File: src/common/i2c_port_pkg.sv
// Constants, carriers and state types for the two-wire slave port.
// Assumes a 100 MHz system clock; the bus clock comes from the master.
package i2c_port_pkg;

	// Own seven-bit bus address after power-up.
	localparam logic [6:0] SLAVE_ADDR = 7'h0d;

	// Command codes seen as the first byte of a write.
	localparam logic [7:0] CMD_BLK_WR = 8'ha0;
	localparam logic [7:0] CMD_BLK_RD = 8'ha1;
	localparam logic [7:0] CMD_PTR = 8'hb0;

	// Byte framing, reset values and the last-byte count.
	localparam logic [3:0] BITS_PER_BYTE = 4'h8;
	localparam logic [7:0] PTR_RST = 8'h00;
	localparam logic [7:0] ONE_BYTE = 8'h01;

	// Write FIFO shape.
	localparam int WR_FIFO_DEPTH = 8;
	localparam int WR_FIFO_WIDTH = 16;

	// One register write leaving the port.
	typedef struct packed {
		logic [7:0] addr;
		logic [7:0] data;
	} reg_wr_t;

	// Bus phase of the port.
	typedef enum logic [4:0] {
		ST_IDLE = 5'h01,
		ST_RX = 5'h02,
		ST_ACK = 5'h04,
		ST_TX = 5'h08,
		ST_RACK = 5'h10
	} state_t;

	// Meaning of the next byte of a write transaction.
	typedef enum logic [6:0] {
		WM_CMD = 7'h01,
		WM_PTR = 7'h02,
		WM_SINGLE = 7'h04,
		WM_COUNT = 7'h08,
		WM_BDATA = 7'h10,
		WM_RCOUNT = 7'h20,
		WM_DONE = 7'h40
	} wmode_t;

	// Whole state of the port.
	typedef struct packed {
		logic [2:0] scl_sy;
		logic [2:0] sda_sy;
		state_t state;
		wmode_t wm;
		logic first;
		logic rw;
		logic blk_rd;
		logic [3:0] bit_cnt;
		logic [7:0] shift;
		logic [7:0] ptr;
		logic [7:0] wr_addr;
		logic [7:0] count;
		logic sda_oe;
		logic push;
		reg_wr_t push_data;
	} port_state_t;

	localparam port_state_t ST_RST = '{
		scl_sy: 3'h7, sda_sy: 3'h7, state: ST_IDLE, wm: WM_CMD,
		first: 1'b0, rw: 1'b0, blk_rd: 1'b0, bit_cnt: 4'h0,
		shift: 8'h00, ptr: PTR_RST, wr_addr: 8'h00, count: 8'h00,
		sda_oe: 1'b0, push: 1'b0, push_data: 16'h0000
	};

endpackage

File: src/rtl/byte_fifo.sv
// Small synchronous FIFO with valid and ready on both sides.
// Assumes one clock; full and empty are exact, no overwrite on full.
module byte_fifo #(
	parameter int WIDTH = 16,
	parameter int DEPTH = 8
) (
	// Clock and reset.
	input wire logic clk_i,
	input wire logic rst_b_i,
	// Filling side.
	input wire logic in_valid_i,
	output logic in_ready_o,
	input wire logic [WIDTH-1:0] in_data_i,
	// Draining side.
	output logic out_valid_o,
	input wire logic out_ready_i,
	output logic [WIDTH-1:0] out_data_o
);

	localparam int AW = $clog2(DEPTH);

	logic [WIDTH-1:0] mem [DEPTH];
	logic [AW-1:0] wr_ptr;
	logic [AW-1:0] rd_ptr;
	logic [AW:0] fill;
	logic do_wr;
	logic do_rd;

	// Handshakes are combinational so the producer sees space at once.
	assign in_ready_o = (fill != (AW+1)'(DEPTH));
	assign out_valid_o = (fill != '0);
	assign do_wr = in_valid_i & in_ready_o;
	assign do_rd = out_valid_o & out_ready_i;
	assign out_data_o = mem[rd_ptr];

	// Storage carries no reset; only the pointers define content.
	always_ff @(posedge clk_i) begin
		if (do_wr) begin
			mem[wr_ptr] <= in_data_i;
		end
	end

	// Pointers wrap at the depth, which need not be a power of two.
	always_ff @(posedge clk_i or negedge rst_b_i) begin
		if (!rst_b_i) begin
			wr_ptr <= '0;
			rd_ptr <= '0;
			fill <= '0;
		end else begin
			if (do_wr) begin
				wr_ptr <= (wr_ptr == AW'(DEPTH - 1)) ? '0 : wr_ptr + 1'b1;
			end
			if (do_rd) begin
				rd_ptr <= (rd_ptr == AW'(DEPTH - 1)) ? '0 : rd_ptr + 1'b1;
			end
			if (do_wr && !do_rd) begin
				fill <= fill + 1'b1;
			end else if (do_rd && !do_wr) begin
				fill <= fill - 1'b1;
			end
		end
	end

endmodule

File: src/rtl/i2c_pointer_port.sv
// Two-wire bus slave port that reaches the device register space.
// Assumes scl_i and sda_i come straight from pins and that the register
// file answers reg_rdata_i for reg_addr_o within one system clock.
module i2c_pointer_port (
	// Clock and reset.
	input wire logic clk_i,
	input wire logic rst_b_i,
	// Bus pins; the data pin is open drain.
	input wire logic scl_i,
	input wire logic sda_i,
	output logic sda_o,
	output logic sda_oe_o,
	// Register read side.
	output logic [7:0] reg_addr_o,
	input wire logic [7:0] reg_rdata_i,
	// Register write side, through the FIFO.
	output logic wr_valid_o,
	input wire logic wr_ready_i,
	output i2c_port_pkg::reg_wr_t wr_data_o,
	// Status.
	output logic busy_o
);

	i2c_port_pkg::port_state_t st;
	i2c_port_pkg::port_state_t next_st;

	// Decoded bus events, all from second synchroniser stage onward.
	logic scl_now;
	logic scl_prev;
	logic sda_now;
	logic sda_prev;
	logic scl_rise;
	logic scl_fall;
	logic start_seen;
	logic stop_seen;
	logic fifo_ready;
	logic [15:0] fifo_out;

	// Stage 0 is the first flop, read only by stage 1.
	assign scl_now = st.scl_sy[1];
	assign scl_prev = st.scl_sy[2];
	assign sda_now = st.sda_sy[1];
	assign sda_prev = st.sda_sy[2];

	// Clock edges and the two bus conditions.
	assign scl_rise = scl_now & ~scl_prev;
	assign scl_fall = ~scl_now & scl_prev;
	assign start_seen = scl_now & scl_prev & sda_prev & ~sda_now;
	assign stop_seen = scl_now & scl_prev & ~sda_prev & sda_now;

	// The pin is only ever pulled low; the enable carries the bit.
	assign sda_o = 1'b0;
	assign sda_oe_o = st.sda_oe;
	assign reg_addr_o = st.ptr;
	assign busy_o = ~st.state[0];

	// Next-state logic of the whole port.
	always_comb begin
		logic ack;
		ack = 1'b0;
		next_st = st;
		next_st.scl_sy = {st.scl_sy[1:0], scl_i};
		next_st.sda_sy = {st.sda_sy[1:0], sda_i};
		next_st.push = 1'b0;
		if (stop_seen) begin
			// A stop ends every transfer and forgets a pending block read.
			next_st.state = i2c_port_pkg::ST_IDLE;
			next_st.sda_oe = 1'b0;
			next_st.blk_rd = 1'b0;
		end else if (start_seen) begin
			// Also a repeated start; the command state is kept for it.
			next_st.state = i2c_port_pkg::ST_RX;
			next_st.first = 1'b1;
			next_st.bit_cnt = 4'h0;
			next_st.sda_oe = 1'b0;
		end else begin
			case (st.state)
				i2c_port_pkg::ST_IDLE: begin
					// Released and deaf until a start is seen.
					next_st.sda_oe = 1'b0;
				end
				i2c_port_pkg::ST_RX: begin
					if (scl_rise) begin
						next_st.shift = {st.shift[6:0], sda_now};
						next_st.bit_cnt = st.bit_cnt + 4'h1;
					end else if (scl_fall &&
						st.bit_cnt == i2c_port_pkg::BITS_PER_BYTE) begin
						next_st.bit_cnt = 4'h0;
						next_st.state = i2c_port_pkg::ST_ACK;
						if (st.first) begin
							next_st.first = 1'b0;
							if (st.shift[7:1] == i2c_port_pkg::SLAVE_ADDR) begin
								ack = 1'b1;
								next_st.rw = st.shift[0];
								if (!st.shift[0]) begin
									next_st.wm = i2c_port_pkg::WM_CMD;
									next_st.blk_rd = 1'b0;
								end
							end else begin
								next_st.state = i2c_port_pkg::ST_IDLE;
							end
						end else begin
							case (st.wm)
								i2c_port_pkg::WM_CMD: begin
									ack = 1'b1;
									if (st.shift == i2c_port_pkg::CMD_PTR) begin
										next_st.wm = i2c_port_pkg::WM_PTR;
									end else if (st.shift == i2c_port_pkg::CMD_BLK_WR) begin
										next_st.wm = i2c_port_pkg::WM_COUNT;
									end else if (st.shift == i2c_port_pkg::CMD_BLK_RD) begin
										next_st.wm = i2c_port_pkg::WM_RCOUNT;
									end else begin
										next_st.wr_addr = st.shift;
										next_st.wm = i2c_port_pkg::WM_SINGLE;
									end
								end
								i2c_port_pkg::WM_PTR: begin
									ack = 1'b1;
									next_st.ptr = st.shift;
									next_st.wm = i2c_port_pkg::WM_DONE;
								end
								i2c_port_pkg::WM_SINGLE: begin
									// A full FIFO refuses the byte with no acknowledge.
									if (fifo_ready) begin
										ack = 1'b1;
										next_st.push = 1'b1;
										next_st.push_data = {st.wr_addr, st.shift};
									end
									next_st.wm = i2c_port_pkg::WM_DONE;
								end
								i2c_port_pkg::WM_COUNT: begin
									ack = 1'b1;
									next_st.count = st.shift;
									if (st.shift == 8'h00) begin
										next_st.wm = i2c_port_pkg::WM_DONE;
									end else begin
										next_st.wm = i2c_port_pkg::WM_BDATA;
									end
								end
								i2c_port_pkg::WM_BDATA: begin
									if (fifo_ready) begin
										ack = 1'b1;
										next_st.push = 1'b1;
										next_st.push_data = {st.ptr, st.shift};
										next_st.ptr = st.ptr + 8'h01;
										next_st.count = st.count - 8'h01;
										if (st.count == i2c_port_pkg::ONE_BYTE) begin
											next_st.wm = i2c_port_pkg::WM_DONE;
										end
									end
								end
								i2c_port_pkg::WM_RCOUNT: begin
									// The count is kept; the master's no acknowledge ends it.
									ack = 1'b1;
									next_st.count = st.shift;
									next_st.blk_rd = 1'b1;
									next_st.wm = i2c_port_pkg::WM_DONE;
								end
								i2c_port_pkg::WM_DONE: begin
									ack = 1'b0;
								end
								default: begin
									next_st.wm = i2c_port_pkg::WM_DONE;
								end
							endcase
						end
						// Driven a few clocks after the fall, well before the rise.
						next_st.sda_oe = ack;
					end
				end
				i2c_port_pkg::ST_ACK: begin
					if (scl_fall) begin
						// The ninth pulse is over: release, or start sending.
						if (st.rw) begin
							next_st.shift = reg_rdata_i;
							next_st.sda_oe = ~reg_rdata_i[7];
							next_st.state = i2c_port_pkg::ST_TX;
						end else begin
							next_st.sda_oe = 1'b0;
							next_st.state = i2c_port_pkg::ST_RX;
						end
						next_st.bit_cnt = 4'h0;
					end
				end
				i2c_port_pkg::ST_TX: begin
					if (scl_rise) begin
						next_st.bit_cnt = st.bit_cnt + 4'h1;
					end else if (scl_fall) begin
						if (st.bit_cnt == i2c_port_pkg::BITS_PER_BYTE) begin
							next_st.sda_oe = 1'b0;
							next_st.state = i2c_port_pkg::ST_RACK;
						end else begin
							next_st.shift = {st.shift[6:0], 1'b0};
							next_st.sda_oe = ~st.shift[6];
						end
					end
				end
				i2c_port_pkg::ST_RACK: begin
					if (scl_rise) begin
						// The pointer moves early so read data settles by the fall.
						if (st.blk_rd) begin
							next_st.ptr = st.ptr + 8'h01;
						end
						next_st.first = sda_now;
					end else if (scl_fall) begin
						next_st.first = 1'b0;
						next_st.bit_cnt = 4'h0;
						if (!st.first) begin
							next_st.shift = reg_rdata_i;
							next_st.sda_oe = ~reg_rdata_i[7];
							next_st.state = i2c_port_pkg::ST_TX;
						end else begin
							next_st.state = i2c_port_pkg::ST_IDLE;
						end
					end
				end
				default: begin
					next_st.state = i2c_port_pkg::ST_IDLE;
					next_st.sda_oe = 1'b0;
				end
			endcase
		end
	end

	// The whole port state in one register.
	always_ff @(posedge clk_i or negedge rst_b_i) begin
		if (!rst_b_i) begin
			st <= i2c_port_pkg::ST_RST;
		end else begin
			st <= next_st;
		end
	end

	// Register writes queue here; a stalled consumer turns into no acknowledge.
	byte_fifo #(
		.WIDTH(i2c_port_pkg::WR_FIFO_WIDTH),
		.DEPTH(i2c_port_pkg::WR_FIFO_DEPTH)
	) u_wr_fifo (
		.clk_i(clk_i),
		.rst_b_i(rst_b_i),
		.in_valid_i(st.push),
		.in_ready_o(fifo_ready),
		.in_data_i(st.push_data),
		.out_valid_o(wr_valid_o),
		.out_ready_i(wr_ready_i),
		.out_data_o(fifo_out)
	);

	assign wr_data_o = fifo_out;

endmodule

File: config.mk
export PLATFORM = sky130hd
export DESIGN_NAME = i2c_pointer_port
export DESIGN_NICKNAME = d
export VERILOG_FILES = /design/src/common/i2c_port_pkg.sv /design/src/rtl/byte_fifo.sv /design/src/rtl/i2c_pointer_port.sv
export SDC_FILE = /design/constraint.sdc
export NUM_CORES = 1
export LEC_CHECK = 0
export ABC_CLOCK_PERIOD_IN_PS = 7600
export BUFFER_PORTS_ARGS = -buffer_cell sky130_fd_sc_hd__buf_2
export CORE_MARGIN = 10
export CORE_UTILIZATION = 55
export DETAILED_ROUTE_END_ITERATION = 8
export PLACE_DENSITY = 0.72
export SLEW_MARGIN = 20
export SYNTH_ARGS = -nofsm -noshare
export SYNTH_HDL_FRONTEND = slang
export SYNTH_HIERARCHICAL = 1
export SYNTH_SLANG_ARGS = --single-unit
File: constraint.sdc
create_clock -name clk_i -period 7.6 [get_ports clk_i]
set_input_delay 0 -clock clk_i [delete_from_list [all_inputs] [get_ports clk_i]]
set_output_delay 0 -clock clk_i [all_outputs]
set_load 0.01 [all_outputs]
# Word level (Yosys, flattened, before mapping)

Memories as Yosys holds them, arrays and structs flattened.
Index checks and enable logic that the tools add are counted.
Widths: inputs -> output; s select.

Bits in registers: 85
Memory bits (writable): 128
Bits of input ports: 13
Output and inout port bits: 28
Logic and storage cells: 247
Memories: 1

Memory list:

| memory        | words | bits a word | read ports | clocked after memory_dff | wr ports | RTL line        | RTL |
|---|---|---|---|---|---|---|---|
| u_wr_fifo.mem | 8     | 16          | 1          | 0                        | 1        | byte_fifo.sv:22 | `logic [WIDTH-1:0] mem [DEPTH];` |

Add/subtract/negate cells: 7
Equality and inequality tests: 67
Multiplexer cells: 98
Bitwise operators: 23
Reductions and logical operators: 32

Operators with widths:

| operator           | count |
|---|---|
| $mux 8             | 14 |
| $mux 17            | 6 |
| $mux 42            | 2 |
| $mux 7             | 8 |
| $ne 4x4->1 const B | 12 |
| $pmux 12 s4        | 1 |
| $pmux 8 s2         | 3 |
| $mux 5             | 9 |
| $mux 12            | 3 |
| $pmux 17 s2        | 1 |
| $ne 2x2->1 const B | 16 |
| $reduce_and 10->1  | 3 |
| $mux 4             | 7 |
| $pmux 7 s4         | 1 |
| $mux 1             | 25 |
| $pmux 5 s5         | 1 |
| $eq 8x8->1 const B | 3 |
| $mux 24            | 1 |
| $ne 3x3->1 const B | 8 |
| $reduce_and 7->1   | 3 |
| $mux 19            | 1 |
| $reduce_and 9->1   | 2 |
| $reduce_and 8->1   | 2 |
| $mux 15            | 1 |
| other kinds (42)   | 94 |

# Logic depth before layout (Yosys ltp)

Depth in word-level cells: 14
Mapped depth: 10
Depth with buffers taken out: 9

# Modules after synthesis

Netlist, hierarchy kept.

Modules (own cells, without submodules):

| module           | instances | cells an instance | area each (µm²) | seq. area each (µm²) |
|---|---|---|---|---|
| byte_fifo        | 1         | 251               | 5589.1          | 4093.9 |
| i2c_pointer_port | 1         | 476               | 4505.6          | 1886.8 |

# Worst setup path before layout

OpenSTA, ideal clock, no wires.

Path type: register -> register
From: register u_wr_fifo.fill[0]
To: memory u_wr_fifo.mem[0][0] (enable)
Library setup time: 430 ps
Arrival time: 2361 ps
Required time: 7170 ps
Setup slack: 4808 ps
Stages on the path, launching flop included: 4
Buffers on the path: 0
Clock period less this slack: 2792 ps
Cell sequence: dfrtp_1 > or4b_4 > nand2_4 > nor4_1

Longest elaborated chain between the ends: 4

RTL lines:

| item                         | RTL line               | RTL |
|---|---|---|
| from (decl)                  | byte_fifo.sv:25        | `logic [AW:0] fill;` |
| from (signal assigned)       | byte_fifo.sv:57        | `fill <= fill + 1'b1;` |
| from (signal assigned)       | byte_fifo.sv:59        | `fill <= fill - 1'b1;` |
| $ne 4x4->1                   | byte_fifo.sv:30        | `assign in_ready_o = (fill != (AW+1)'(DEPTH));` |
| named net fifo_ready         | i2c_pointer_port.sv:36 | `logic fifo_ready;` |
| $and 1x1->1                  | byte_fifo.sv:32        | `assign do_wr = in_valid_i & in_ready_o;` |
| $mux 1                       | byte_fifo.sv:38        | `if (do_wr) begin` |
| $mux 1 (implied by the code) | byte_fifo.sv:39        | `mem[wr_ptr] <= in_data_i;` |
| to (decl)                    | byte_fifo.sv:22        |  |

The timed path passes the listed nets, and every way through them passes these cells.

# Worst setup path in the final report

From: register u_wr_fifo.fill[0]
To: register u_wr_fifo.fill[3]

Longest elaborated chain between the ends: 5
Elaborated cells on any way between the ends: 13
Classes of those cells: add/sub (2); eq/ne (1); mux (2); bitwise (2); reduce/logical (6)

RTL lines:

| item                               | RTL line               | RTL |
|---|---|---|
| $ne 4x4->1 *                       | byte_fifo.sv:30        |  |
| named net fifo_ready               | i2c_pointer_port.sv:36 |  |
| $and 1x1->1 *                      | byte_fifo.sv:32        |  |
| named net u_wr_fifo.do_wr          | byte_fifo.sv:26        | `logic do_wr;` |
| $logic_not 1->1                    | byte_fifo.sv:58        | `end else if (do_rd && !do_wr) begin` |
| $logic_and 1x1->1                  | byte_fifo.sv:58        |  |
| $reduce_bool 2->1 (no source line) | n/a                    |  |

Mark *: on every way through the listed nets, which the timed path passes. The rest lies on a longest branch. The select of a mux whose other input is x is not followed.
A chain may end at the register's enable or synchronous reset.

==> metrics.cfg <==
[run_status]
outcome=complete, no violations

[die]
fp.dieW_um=155.5
ios=41
rows=49
core-area_sq_mm=0.01802
start_util=0.5600
die_area_sq_mm=0.02417
die_y_um=155.5

[timing]
drv_slew=0
hold_viol_final=0
setup_viol_count_final=0
clock.fmax_mhz=322.3
period_minus_slack_ns=3.102
worstMarginPinSlew_ns=1.032
slew_headroom=0.3098
finalClockSkew_ns=0.01687
post-route-period-util=0.4082
rsz0062_at_grt=no
totalNegativeSetupSlack_ns=0

[synth]
yosysSeqAreaShare=0.5925
synth.area.top_cells=edfxtp_1 (38%), dfrtp_1 (19%), mux4_1 (6.0%)
yosys.area.top_type_share=0.3808
synth_edf_count=128
yosysWarnings=6
syn_inst=727
yosys.area.top_type=edfxtp_1
syn_area_per_cell_sq_um=13.89
synthArstFlopShare=0.3991
syn-cell-area_sq_mm=0.01009
ys.flop_type=edfxtp_1
synthDistinctLibCells=74
synth-seq-cells=213
synth_nets=756

[global_routing]
grt_antenna_before_repair=0
grt_pass1_wl_mm=34.85
grt_pass1_vias=6533
grt.overflow.total=0
grt_max_degree=86
grt_use_total=0.1781

[placement]
dp_hpwl_mm=13.81
place.gp.congestion=0.8665
io_buffers=39

[clocking]
cts_resized=0
cts_tree=yes
cts_buffer_depth=3
cts-buffers-inserted=22
clock-sinks=213
cts_root_buf=clkbuf_16
htree_levels=1
insertion_delay_ns=0.50
cts.clk_slew.worst_paths_ns=0.07

[pwr]
p_leak_uw=0.003842
ir_worst_vdd_v=0.0002695
power_density_mw_per_mm2=216.7

[detailed_routing]
wl_per_cell_um=21.81
drtPass1Iterations=6
routed_wl_mm=21.86
viasPerCell=6.290
route.detailed.drc=0
vias=6303
ant_nets=0
dr.first_iter.drc_count=510

[setup_path]
crit_path_max_fanout=9
critical_path_class=register to register
r2r_cells=9
critPathLaunchType=register
crit_arrival_ns=3.46
worstPathRequired_ns=7.96
cp-end-kind=register

[final_layout]
nFillCells=1316
seq_area_sq_mm=0.005981
antenna_cells=0
multiInputGateArea_sq_mm=0.003804
drive_gt1_frac=0.2096
nets=786
finalCoreUtilization=0.6236
area_growth_pct=11.34

[min_path]
min_path_type=input pin to async pin

[run]
drv_cap=0

-- cells in the mapped netlist (4+ instances only) --
| library cell | count |
|---|---|
| buf_2 | 4 |
| mux2i_1 | 13 |
| nor2b_1 | 7 |
| a21oi_1 | 27 |
| a22oi_1 | 7 |
| o22ai_1 | 6 |
| o21ai_0 | 28 |
| xor2_1 | 7 |
| nand3_1 | 17 |
| a31oi_1 | 10 |
| ha_1 | 15 |
| o211ai_1 | 10 |
| dfstp_2 | 8 |
| o31ai_1 | 8 |
| nand2b_1 | 10 |
| a211oi_1 | 6 |
| nor4bb_1 | 4 |
| and3_1 | 9 |
| clkbuf_1 | 28 |
| nor3_1 | 25 |
| mux4_1 | 23 |
| buf_4 | 9 |
| edfxtp_1 | 128 |
| dfrtp_1 | 77 |
| o2bb2ai_1 | 6 |
| nor2_1 | 38 |
| nand3b_1 | 5 |
| mux2_2 | 47 |
| mux4_2 | 9 |
| inv_1 | 18 |
| a22o_1 | 4 |
| a2bb2oi_1 | 6 |
| nand2_1 | 32 |
| buf_6 | 8 |
| nor4_1 | 8 |
-- what timing repair did --
action,CTS,global route
setup buffers,0,0
hold buffers,12,0
hold endpoints to repair,90,0
-- metrics by stage --
step	std cells	setup WS [ns]	cell area [sq um]	total power (uW)	hold WS [ns]
finish	1002	4.498	11240	2435	0.1084
global route	1002	4.420	11240	2521	0.1473
CTS	1002	4.528	11240	2455	0.1495
detailed placement	950	4.553	10390	1386	0.1074
global placement	950	4.713	10390	1384	0.1060
floorplan	727	4.809	10090	1347	-0.2956
-- path summary, 6_finish.rpt --
check	startpoint	end	slack [ns]
max	u_wr_fifo/fill[0]$_DFFE_PN0P_	u_wr_fifo/fill[3]$_DFFE_PN0P_	4.50
min	rst_b_i	st[63]$_DFFE_PN0P_	0.11
max reg2reg	u_wr_fifo/fill[0]$_DFFE_PN0P_	u_wr_fifo/fill[3]$_DFFE_PN0P_	4.50
min reg2reg	next_st[73]$_DFF_PN1_	next_st[74]$_DFF_PN1_	0.36
max in group asynchronous	rst_b_i	u_wr_fifo/rd_ptr[2]$_DFFE_PN0P_	6.91
min in group clk_i	scl_i	next_st[73]$_DFF_PN1_	0.15
-- layer usage --
| metal | track usage | wire length [um] | up-vias |
|---|---|---|---|
| met4 | 0.05036 | 449 | 0 |
| li1 | - | - | 2893 |
| met2 | 0.3139 | 11190 | 213 |
| met5 | 0 | 0 | - |
| met3 | 0.03584 | 1313 | 43 |
| met1 | 0.2164 | 8908 | 3154 |
-- registers in the layout, indices dropped and copies added (netlist names) --
signal / count
sda_prev: 1
sda_oe_o: 1
u_wr_fifo/wr_ptr: 3
next_st: 4
u_wr_fifo/mem: 128
u_wr_fifo/fill: 4
reg_addr_o: 8
st: 60
scl_prev: 1
u_wr_fifo/rd_ptr: 3
-- layout make-up --
| cell class | count | share of cell area |
|---|---|---|
| clock buffers | 30 | 0.05533 |
| clock inverters | 10 | 0.009351 |
| inverters | 18 | 0.006011 |
| multi-input cells | 444 | 0.3384 |
| flip-flops and latches | 213 | 0.5321 |
| well taps | 229 | 0.02549 |
| repair buffers | 58 | 0.03329 |
-- report_power, final --
part	total [uW]	internal, uW	switching [uW]
Combinational	109	43.4	65.6
Clock	1070	641	426
Sequential	1260	1230	30.7
Total	2440	1910	522
-- logic make-up (layout without fill, tap and decap cells) --
family,Yosys count,in the layout,share of synthesized area
AO/OA/AOI/OAI,138,138,0.09333
flip-flops,213,213,0.5925
multiplexers,93,93,0.1468
buffers and inverters,70,116,0.03582
AND/OR/NAND/NOR,186,186,0.1020
other,1,1,0.0003715
XOR/XNOR,10,10,0.008677
adder cells (fa/ha/maj),16,16,0.02058
-- layout by cell type, fill, tap and decap left out, drive strengths merged, types with 10 or more instances in the layout --
cell	netlist	final
ha	15	15
buf	24	46
dfrtp	77	77
inv	18	18
nor3	25	25
o21ai	29	29
nand3	17	17
clkbuf	28	30
a21oi	27	27
mux2	48	48
nand2b	10	10
dlygate4sd3	0	12
nor2	38	38
mux4	32	32
nand2	33	33
mux2i	13	13
a31oi	10	10
edfxtp	128	128
o211ai	10	10
-- worst max-delay path, cell delays in order, from the launching register on --
cell and delay, ns:
dfrtp_1 0.49, or4b_4 0.66, nand2_4 0.21, inv_1 0.07, ha_1 0.27, inv_1 0.18, ha_1 0.32, or4_1 0.54
o211ai_1 0.12, o211ai_1 0.11
No activity file was read; power rests on OpenSTA's default activity.
